### config.mk
export PLATFORM = sky130hd
export DESIGN_NAME = irq_handler
export DESIGN_NICKNAME = d
export VERILOG_FILES = /design/src/irq_handler_pkg.sv /design/src/irq_handler.sv
export SDC_FILE = /design/constraint.sdc
export NUM_CORES = 1
export LEC_CHECK = 0
export BUFFER_PORTS_ARGS = -buffer_cell sky130_fd_sc_hd__buf_2
export CAP_MARGIN = 0
export CORE_UTILIZATION = 54
export DETAILED_ROUTE_END_ITERATION = 8
export MAX_ROUTING_LAYER = met4
export PLACE_DENSITY = 0.84
export SYNTH_ARGS = -nofsm -noshare
export SYNTH_HDL_FRONTEND = slang
export SYNTH_SLANG_ARGS = --single-unit
### constraint.sdc
create_clock -name CLK_I -period 3.4 [get_ports CLK_I]
set_input_delay 0.17 -clock CLK_I [delete_from_list [all_inputs] [get_ports CLK_I]]
set_output_delay 0.17 -clock CLK_I [all_outputs]
set_load 0.05 [all_outputs]
### src/irq_handler_pkg.sv
/*
 * Constants, register map and state layout of the two-level vectored
 * interrupt handler.
 * Assumes a single 40 MHz system clock and an AXI4-Lite register bus.
 */
package irq_handler_pkg;

    // ==========================================================
    // Sources and vectors
    // ==========================================================
    localparam int NUM_SRC = 12;
    localparam int GLOBAL_EN_BIT = 7;
    localparam logic [11:0] SRC_IS_EXT = 12'h0F80;
    localparam logic [11:0] SRC_HW_CLEAR = 12'h000F;
    localparam logic [11:0][2:0] SRC_BIT = {
        3'h7, 3'h5, 3'h4, 3'h3, 3'h0, 3'h6,
        3'h5, 3'h4, 3'h3, 3'h2, 3'h1, 3'h0};
    localparam logic [11:0][3:0] SRC_POS = {
        4'hE, 4'hC, 4'hB, 4'hA, 4'h7, 4'h6,
        4'h5, 4'h4, 4'h3, 4'h2, 4'h1, 4'h0};
    localparam int PIN0_SRC = 0;
    localparam int PIN1_SRC = 2;
    localparam logic [15:0] VEC_BASE = 16'h0003;
    localparam int VEC_STEP_SHIFT = 3;
    localparam logic [15:0] RESET_VECTOR = 16'h0000;

    // ==========================================================
    // Register map
    // ==========================================================
    localparam int AXI_ADDR_W = 8;
    localparam logic [7:0] OFS_BASIC_EN = 8'h00;
    localparam logic [7:0] OFS_EXT_EN = 8'h04;
    localparam logic [7:0] OFS_BASIC_PRIO = 8'h08;
    localparam logic [7:0] OFS_EXT_PRIO = 8'h0C;
    localparam logic [7:0] OFS_PENDING = 8'h10;
    localparam logic [7:0] OFS_STATUS = 8'h14;
    localparam logic [7:0] OFS_MASK = 8'h18;
    localparam logic [7:0] OFS_SERVICE = 8'h1C;
    localparam logic [7:0] BASIC_PRIO_MASK = 8'h7F;
    localparam logic [7:0] EXT_MASK = 8'hB9;
    localparam logic [1:0] RESP_OKAY = 2'h0;
    localparam logic [1:0] RESP_SLVERR = 2'h2;

    // ==========================================================
    // Event status bits
    // ==========================================================
    localparam int STATUS_W = 3;
    localparam int ST_VECTOR = 0;
    localparam int ST_RETURN = 1;
    localparam int ST_MERGED = 2;

    typedef struct packed {
        logic [3:0] src;
        logic req_hi;
        logic req;
        logic isv_hi;
        logic isv_lo;
    } svc_view_t;

    typedef struct packed {
        logic [7:0] basic_en;
        logic [7:0] ext_en;
        logic [7:0] basic_prio;
        logic [7:0] ext_prio;
        logic [11:0] pending;
        logic [STATUS_W-1:0] status;
        logic [STATUS_W-1:0] mask;
        logic isv_hi;
        logic isv_lo;
        logic req;
        logic req_hi;
        logic [3:0] req_src;
        logic [15:0] vector;
        logic irq;
        logic [1:0] pin_s1;
        logic [1:0] pin_s2;
        logic [1:0] pin_prev;
        logic aw_rdy;
        logic w_rdy;
        logic have_aw;
        logic have_w;
        logic bvalid;
        logic [1:0] bresp;
        logic [7:0] waddr;
        logic [31:0] wdata;
        logic [3:0] wstrb;
        logic ar_rdy;
        logic rvalid;
        logic [1:0] rresp;
        logic [31:0] rdata;
    } state_t;

    function automatic state_t reset_state();
        state_t r;
        r = '0;
        r.vector = RESET_VECTOR;
        r.pin_s1 = 2'h3;
        r.pin_s2 = 2'h3;
        r.pin_prev = 2'h3;
        r.aw_rdy = 1'b1;
        r.w_rdy = 1'b1;
        r.ar_rdy = 1'b1;
        return r;
    endfunction

    localparam state_t STATE_RESET = reset_state();

endpackage

### src/irq_handler.sv
/*
 * Two-level vectored interrupt handler with AXI4-Lite registers.
 * Assumes the core pulses INSTR_DONE_I at each instruction boundary,
 * also RETURN_FROM_IRQ_INSTR_DONE_I with it when the return instruction completes, and
 * starts the long call when IRQ_REQ_O is high at a boundary other than a return.
 */
// Functional notes
// - Twelve sources, each set to low or high level.
// - Pending flag sets on its event whether or not enabled.
// - Enabled pending flag raises a request for a long call to vector.
// - Disabled pending flags raise no request.
// - Each source has its own enable bit in basic or extended register.
// - Global enable bit 7 of basic enable gates every source.
// - Flags set while globally disabled stay and are served later.
// - Pin and basic timer flags clear on vectoring; others need software.
// - Software-set pending flag acts like a hardware-set one.
// - High level preempts low routine; nothing preempts a high one.
// - One priority bit per source; all reset to low.
// - Higher level wins, then lowest order number.
// - Requests decoded every clock; one detect cycle before the call.
// - After a return, one more instruction completes before the call.
// - Worst case eighteen cycles comes from core instruction timing.
// - Equal or lower request waits for return plus one instruction.
// - Vectors from 0x0003 in steps of eight; reset vector 0x0000.
`timescale 1ns/1ps

module irq_handler (
    input wire logic CLK_I,
    input wire logic RST_N_I,
    input wire logic [irq_handler_pkg::NUM_SRC-1:0] SRC_EVENT_I,
    input wire logic [1:0] EXT_INT_N_I,
    input wire logic INSTR_DONE_I,
    input wire logic RETURN_FROM_IRQ_INSTR_DONE_I,
    output logic IRQ_REQ_O,
    output logic IRQ_LEVEL_O,
    output logic [15:0] VECTOR_O,
    output logic IRQ_O,
    input wire logic [irq_handler_pkg::AXI_ADDR_W-1:0] AXI_AWADDR_I,
    input wire logic AXI_AWVALID_I,
    output logic AXI_AWREADY_O,
    input wire logic [31:0] AXI_WDATA_I,
    input wire logic [3:0] AXI_WSTRB_I,
    input wire logic AXI_WVALID_I,
    output logic AXI_WREADY_O,
    output logic [1:0] AXI_BRESP_O,
    output logic AXI_BVALID_O,
    input wire logic AXI_BREADY_I,
    input wire logic [irq_handler_pkg::AXI_ADDR_W-1:0] AXI_ARADDR_I,
    input wire logic AXI_ARVALID_I,
    output logic AXI_ARREADY_O,
    output logic [31:0] AXI_RDATA_O,
    output logic [1:0] AXI_RRESP_O,
    output logic AXI_RVALID_O,
    input wire logic AXI_RREADY_I
);
    import irq_handler_pkg::*;

    state_t s;
    state_t n;
    logic [NUM_SRC-1:0] src_en;
    logic [NUM_SRC-1:0] src_hi;

    // ==========================================================
    // Per-source enable and level selection
    // ==========================================================
    for (genvar i = 0; i < NUM_SRC; i++) begin : g_src
        if (SRC_IS_EXT[i]) begin : g_ext
            assign src_en[i] = s.ext_en[SRC_BIT[i]];
            assign src_hi[i] = s.ext_prio[SRC_BIT[i]];
        end else begin : g_basic
            assign src_en[i] = s.basic_en[SRC_BIT[i]];
            assign src_hi[i] = s.basic_prio[SRC_BIT[i]];
        end
    end

    // ==========================================================
    // Next state
    // ==========================================================
    always_comb begin
        logic [1:0] pin_fall;
        logic [NUM_SRC-1:0] events;
        logic [NUM_SRC-1:0] pend_base;
        logic [NUM_SRC-1:0] hw_clr;
        logic [NUM_SRC-1:0] cand;
        logic [NUM_SRC-1:0] elig_hi;
        logic [NUM_SRC-1:0] elig_lo;
        logic [STATUS_W-1:0] st_set;
        logic [STATUS_W-1:0] st_clr;
        logic take;
        logic hi_found;
        logic lo_found;
        logic [3:0] hi_idx;
        logic [3:0] lo_idx;
        logic [3:0] win;
        svc_view_t svc;
        pin_fall = '0;
        events = '0;
        pend_base = '0;
        hw_clr = '0;
        cand = '0;
        elig_hi = '0;
        elig_lo = '0;
        st_set = '0;
        st_clr = '0;
        take = 1'b0;
        hi_found = 1'b0;
        lo_found = 1'b0;
        hi_idx = '0;
        lo_idx = '0;
        win = '0;
        svc = '0;
        n = s;

        // Pin synchronisers and falling-edge events
        n.pin_s1 = EXT_INT_N_I;
        n.pin_s2 = s.pin_s1;
        n.pin_prev = s.pin_s2;
        pin_fall = s.pin_prev & ~s.pin_s2;
        events = SRC_EVENT_I;
        events[PIN0_SRC] = SRC_EVENT_I[PIN0_SRC] | pin_fall[0];
        events[PIN1_SRC] = SRC_EVENT_I[PIN1_SRC] | pin_fall[1];

        // Bus write address and data, taken in either order
        if (s.aw_rdy && AXI_AWVALID_I) begin
            n.aw_rdy = 1'b0;
            n.have_aw = 1'b1;
            n.waddr = AXI_AWADDR_I;
        end
        if (s.w_rdy && AXI_WVALID_I) begin
            n.w_rdy = 1'b0;
            n.have_w = 1'b1;
            n.wdata = AXI_WDATA_I;
            n.wstrb = AXI_WSTRB_I;
        end
        if (s.bvalid && AXI_BREADY_I) begin
            n.bvalid = 1'b0;
            n.aw_rdy = 1'b1;
            n.w_rdy = 1'b1;
        end

        // Register write
        pend_base = s.pending;
        if (s.have_aw && s.have_w && !s.bvalid) begin
            n.have_aw = 1'b0;
            n.have_w = 1'b0;
            n.bvalid = 1'b1;
            n.bresp = RESP_OKAY;
            unique case (s.waddr)
                OFS_BASIC_EN: begin
                    if (s.wstrb[0]) begin
                        n.basic_en = s.wdata[7:0];
                    end
                end
                OFS_EXT_EN: begin
                    if (s.wstrb[0]) begin
                        n.ext_en = s.wdata[7:0] & EXT_MASK;
                    end
                end
                OFS_BASIC_PRIO: begin
                    if (s.wstrb[0]) begin
                        n.basic_prio = s.wdata[7:0] & BASIC_PRIO_MASK;
                    end
                end
                OFS_EXT_PRIO: begin
                    if (s.wstrb[0]) begin
                        n.ext_prio = s.wdata[7:0] & EXT_MASK;
                    end
                end
                OFS_PENDING: begin
                    // Software may set or clear any flag
                    if (s.wstrb[0]) begin
                        pend_base[7:0] = s.wdata[7:0];
                    end
                    if (s.wstrb[1]) begin
                        pend_base[11:8] = s.wdata[11:8];
                    end
                end
                OFS_STATUS: begin
                    if (s.wstrb[0]) begin
                        st_clr = s.wdata[STATUS_W-1:0];
                    end
                end
                OFS_MASK: begin
                    if (s.wstrb[0]) begin
                        n.mask = s.wdata[STATUS_W-1:0];
                    end
                end
                OFS_SERVICE: begin
                end
                default: begin
                    n.bresp = RESP_SLVERR;
                end
            endcase
        end

        // Vectoring at an instruction boundary, never on the return
        take = INSTR_DONE_I && s.req && !RETURN_FROM_IRQ_INSTR_DONE_I;
        if (take) begin
            hw_clr = SRC_HW_CLEAR & (12'h001 << s.req_src);
        end
        // Events win over any clear in the same cycle
        n.pending = (pend_base & ~hw_clr) | events;

        // In-service markers per level
        if (take) begin
            if (s.req_hi) begin
                n.isv_hi = 1'b1;
            end else begin
                n.isv_lo = 1'b1;
            end
        end
        if (RETURN_FROM_IRQ_INSTR_DONE_I) begin
            if (s.isv_hi) begin
                n.isv_hi = 1'b0;
            end else begin
                n.isv_lo = 1'b0;
            end
        end

        // Arbitration every clock
        cand = n.pending & src_en & {NUM_SRC{s.basic_en[GLOBAL_EN_BIT]}};
        elig_hi = cand & src_hi & {NUM_SRC{!n.isv_hi}};
        elig_lo = cand & ~src_hi & {NUM_SRC{!(n.isv_hi || n.isv_lo)}};
        for (int i = NUM_SRC - 1; i >= 0; i--) begin
            if (elig_hi[i]) begin
                hi_found = 1'b1;
                hi_idx = 4'(i);
            end
            if (elig_lo[i]) begin
                lo_found = 1'b1;
                lo_idx = 4'(i);
            end
        end
        win = hi_found ? hi_idx : lo_idx;
        n.req = hi_found || lo_found;
        n.req_hi = hi_found;
        if (n.req) begin
            n.req_src = win;
            n.vector = VEC_BASE
                + ({12'h000, SRC_POS[win]} << VEC_STEP_SHIFT);
        end

        // Event status, set wins over clear
        st_set[ST_VECTOR] = take;
        st_set[ST_RETURN] = RETURN_FROM_IRQ_INSTR_DONE_I;
        st_set[ST_MERGED] = |(events & s.pending);
        n.status = (s.status & ~st_clr) | st_set;
        n.irq = |(n.status & n.mask);

        // Register read
        if (s.rvalid && AXI_RREADY_I) begin
            n.rvalid = 1'b0;
            n.ar_rdy = 1'b1;
        end
        if (s.ar_rdy && AXI_ARVALID_I) begin
            n.ar_rdy = 1'b0;
            n.rvalid = 1'b1;
            n.rresp = RESP_OKAY;
            n.rdata = '0;
            svc.src = s.req_src;
            svc.req_hi = s.req_hi;
            svc.req = s.req;
            svc.isv_hi = s.isv_hi;
            svc.isv_lo = s.isv_lo;
            unique case (AXI_ARADDR_I)
                OFS_BASIC_EN: n.rdata[7:0] = s.basic_en;
                OFS_EXT_EN: n.rdata[7:0] = s.ext_en;
                OFS_BASIC_PRIO: n.rdata[7:0] = s.basic_prio;
                OFS_EXT_PRIO: n.rdata[7:0] = s.ext_prio;
                OFS_PENDING: n.rdata[NUM_SRC-1:0] = s.pending;
                OFS_STATUS: n.rdata[STATUS_W-1:0] = s.status;
                OFS_MASK: n.rdata[STATUS_W-1:0] = s.mask;
                OFS_SERVICE: n.rdata[7:0] = svc;
                default: n.rresp = RESP_SLVERR;
            endcase
        end
    end

    // ==========================================================
    // State register
    // ==========================================================
    always_ff @(posedge CLK_I or negedge RST_N_I) begin
        if (!RST_N_I) begin
            s <= STATE_RESET;
        end else begin
            s <= n;
        end
    end

    // ==========================================================
    // Outputs
    // ==========================================================
    assign IRQ_REQ_O = s.req;
    assign IRQ_LEVEL_O = s.req_hi;
    assign VECTOR_O = s.vector;
    assign IRQ_O = s.irq;
    assign AXI_AWREADY_O = s.aw_rdy;
    assign AXI_WREADY_O = s.w_rdy;
    assign AXI_BRESP_O = s.bresp;
    assign AXI_BVALID_O = s.bvalid;
    assign AXI_ARREADY_O = s.ar_rdy;
    assign AXI_RDATA_O = s.rdata;
    assign AXI_RRESP_O = s.rresp;
    assign AXI_RVALID_O = s.rvalid;

endmodule

==> summary.md <==
| Metric | Value |
|---|---|
| DR pass1 iterations | `5` |
| Clock root buffer | `clkbuf_8` |
| Mean Syn Cell Area | `10.4 µm²` |
| Post-DP HPWL | `11400 µm` |
| CTS tree | `built` |
| Port Buffers | `80` |
| Remaining antenna violation count | `0` |
| Largest net degree at the start of global routing | `81` |
| Highest-count cells in the layout ignoring fill and taps | `96 x dfrtp_1, 79 x buf_2, 54 x nand2_1, 50 x mux2_2, 32 x conb_1` |
| Met3 Use GR | `7.21%` |
| Yosys warns | `0` |
| Critical path type | `reg2reg` |
| Die H | `104 µm` |
| Combinational cell fraction of total power | `28.6%` |
| Sw frac | `37.1%` |
| Power per cell area | `616 nW/µm²` |
| NetSw | `1440 µW` |
| Vias in the first global route | `4499` |
| M1 GR Usage | `38.7%` |
| Max IR drop VDD | `451 µV` |
| Routability cong. | `0.957` |
| Seq/Total Area, Yosys | `46.9%` |
| DP Cell Count | `730` |
| Latest clock arrival within the worst-skew pair | `370 ps` |
| Leakage power | `0.00292 µW` |
| Slowest stage delay, CP | `590 ps` |
| CP Cell Sequence | `or4_1, a2111oi_1, a31oi_1, nand3_1, nand4_1, a21oi_1, o21ai_1, or3b_1, a22o_1` |
| 1st-iter DRT viols | `327` |
| CP endpoint kind | `register` |
| Worst Tran Pin Value | `1020 ps` |
| Non-Filler Instances | `755` |
| WP data required | `3660 ps` |
| Initial core utilization | `56.7%` |
| Met2 Use GR | `45.7%` |
| Final Hold Vio Count | `0` |
| GRT overflow | `0` |
| FF-to-FF setup slack | `180 ps` |
| Clock network fraction of design power | `24.3%` |
| Ratio of final minimum period to clock period | `94.8%` |
| Nets | `692` |
| CTS max path bufs | `2` |
| Gr busiest metal | `met2` |
| Gate Count Post-Synth | `541` |
| Final wirelength | `15100 µm` |
| Fin util | `63.8%` |
| Placed Area | `5950 µm²` |
| Fmax | `310 MHz` |
| Synth cell types | `73` |
| Setup TNS | `0 ps` |
| Final Setup Violations | `0` |
| Synthesized area | `5620 µm²` |
| DIE AREA | `10800 µm²` |
| First-pass GRT wire length | `23900 µm` |
| CTS Sinks | `105` |
| Layout Area Growth over Synthesis | `12.4%` |
| Avg Vias per Cell | `6.05` |
| Internal power | `2450 µW` |
| Avg WL per Cell | `20.0 µm` |
| Post-synth ARST share | `100%` |
| Reg power frac | `47.1%` |
| Synth Register Bits | `105` |
| Crit path DAT | `3480 ps` |
| Row cnt | `36` |
| Largest fanout on the critical path | `4` |
| Main synth FF type | `dfrtp_1` |
| Outcome | `finished clean` |
| DR vias | `4570` |
| Commonest non-fill, non-tap cell in the layout | `dfrtp_1` |
| Setup Skew | `11.9 ps` |
| DRC Markers | `0` |
| Core ar. | `9910 µm²` |
| Hold Slack | `19.6 ps` |
| # Max-Cap Violations | `0` |
| Hold crit path type | `in2reg` |
| RSZ-0062 raised after global routing | `false` |
| # IOs | `135` |
| Slew Limit Fails | `0` |
| Total track usage | `29.8%` |
| Fill count | `839` |
| Critical path's slowest cell | `or4_1` |
| Layout cells sized above 1 | `30.7%` |
| EDFF count, synth | `0` |
| Die X | `104 µm` |
| Worst-path clk slew | `100 ps` |
| Final min period | `3220 ps` |
| Startpoint Class | `register` |
| Number of H-tree levels | `3` |
| Initial antenna violation count | `0` |
| Max transition margin | `32.2%` |
| Diodes inserted | `0` |
| Post-Layout Inst Area | `6320 µm²` |
| CTS buffer count | `9` |
==> power by group through the flow <==
stage | Combinational (µW) | Clock [µW] | Sequential (µW)
floorplan | 829 | 0 | 1790
global placement | 1050 | 0 | 1820
detailed placement | 1080 | 0 | 1840
CTS | 1090 | 962 | 1820
global route | 1190 | 1020 | 1860
finish | 1110 | 948 | 1830
==> routing by layer <==
| metal | vias up | part of all wire, % |
|---|---|---|
| li1 | 2061 | - |
| met1 | 2241 | 43 |
| met2 | 237 | 46 |
| met3 | 31 | 8.0 |
| met4 | 0 | 2.3 |
| met5 | - | 0 |
==> cell type report <==
| class | instances | area [µm²] | area share (%) |
|---|---|---|---|
| Clock inverter | 4 | 98.8 | 1.56 |
| Timing Repair Buffer | 103 | 596 | 9.43 |
| Tap cell | 133 | 166 | 2.63 |
| Multi-Input combinational cell | 378 | 2590 | 41.0 |
| Inverter | 20 | 75.1 | 1.19 |
| Clock buffer | 12 | 155 | 2.46 |
| Sequential cell | 105 | 2640 | 41.8 |
==> cells by family after synthesis <==
| logic type | share of synthesized area (%) |
|---|---|
| flip-flops | 46.9 |
| AND/OR/NAND/NOR | 16.2 |
| buffers and inverters | 9.57 |
| multiplexers | 12.1 |
| other | 0.0667 |
| AO/OA/AOI/OAI | 15.1 |
==> through the flow <==
step	power, µW	setup WS (ps)
2_1_floorplan	2620	202
3_3_place_gp	2870	170
3_5_place_dp	2930	112
4_1_cts	3880	93.8
5_1_grt	4070	13.3
6_report	3890	177
==> state kept, by name (all words and copies together) (netlist names) <==
| register | flops |
|---|---|
| s | 75 |
| AXI_RDATA_O | 12 |
| VECTOR_O | 4 |
| n | 4 |
| AXI_ARREADY_O | 1 |
| AXI_AWREADY_O | 1 |
| AXI_BRESP_O | 1 |
| AXI_BVALID_O | 1 |
| AXI_RRESP_O | 1 |
| AXI_RVALID_O | 1 |
| AXI_WREADY_O | 1 |
| IRQ_LEVEL_O | 1 |
| IRQ_O | 1 |
| IRQ_REQ_O | 1 |
==> critical path: cells and delay by family, from the launching register on <==
family             cells  cell delay (ps)
AOI/OAI and AO/OA      5             1340
and+or+nand+nor        4             1410
DFF                    1              380
==> cell usage after synthesis (4+ instances only) <==
| library cell | count | area, µm² |
|---|---|---|
| or2_2 | 5 | 31.3 |
| nand2b_1 | 4 | 25.0 |
| nor2_1 | 24 | 90.1 |
| a22oi_1 | 8 | 60.1 |
| nor2b_1 | 6 | 37.5 |
| nor3_1 | 7 | 35.0 |
| o31ai_1 | 4 | 30.0 |
| nand2_1 | 54 | 203 |
| clkbuf_1 | 7 | 26.3 |
| a31oi_1 | 8 | 50.1 |
| mux2_2 | 50 | 563 |
| a21oi_1 | 19 | 95.1 |
| nand3_1 | 9 | 45.0 |
| buf_4 | 52 | 390 |
| nand4_1 | 12 | 75.1 |
| nor4_1 | 4 | 25.0 |
| a21o_1 | 5 | 37.5 |
| o21ai_0 | 28 | 140 |
| and2_1 | 6 | 37.5 |
| a41oi_1 | 8 | 70.1 |
| buf_2 | 7 | 35.0 |
| a211oi_1 | 4 | 30.0 |
| dfstp_2 | 9 | 236 |
| mux2i_1 | 5 | 50.1 |
| inv_1 | 19 | 71.3 |
| dfrtp_1 | 96 | 2400 |
| nand3b_1 | 5 | 37.5 |
==> repair_timing <==
item,in CTS,in global routing
resized for setup,0,8
endpoints found under the hold margin,30,1
setup buffers,0,1
setup endpoints to repair,0,5
hold buffers,7,1
==> final timing paths <==
path | from | endpoint | cells past startpoint
hold / removal | AXI_AWADDR_I[4] | s[76] | 2
hold reg to reg | n[90] | n[88] | 0
max in group asynchronous | RST_N_I | n[90] | 3
min in group asynchronous | RST_N_I | s[121] | 2
setup / recovery | s[111] | VECTOR_O[4] | 9
setup reg to reg | s[111] | VECTOR_O[4] | 9
(Power assumes the default switching activity.)
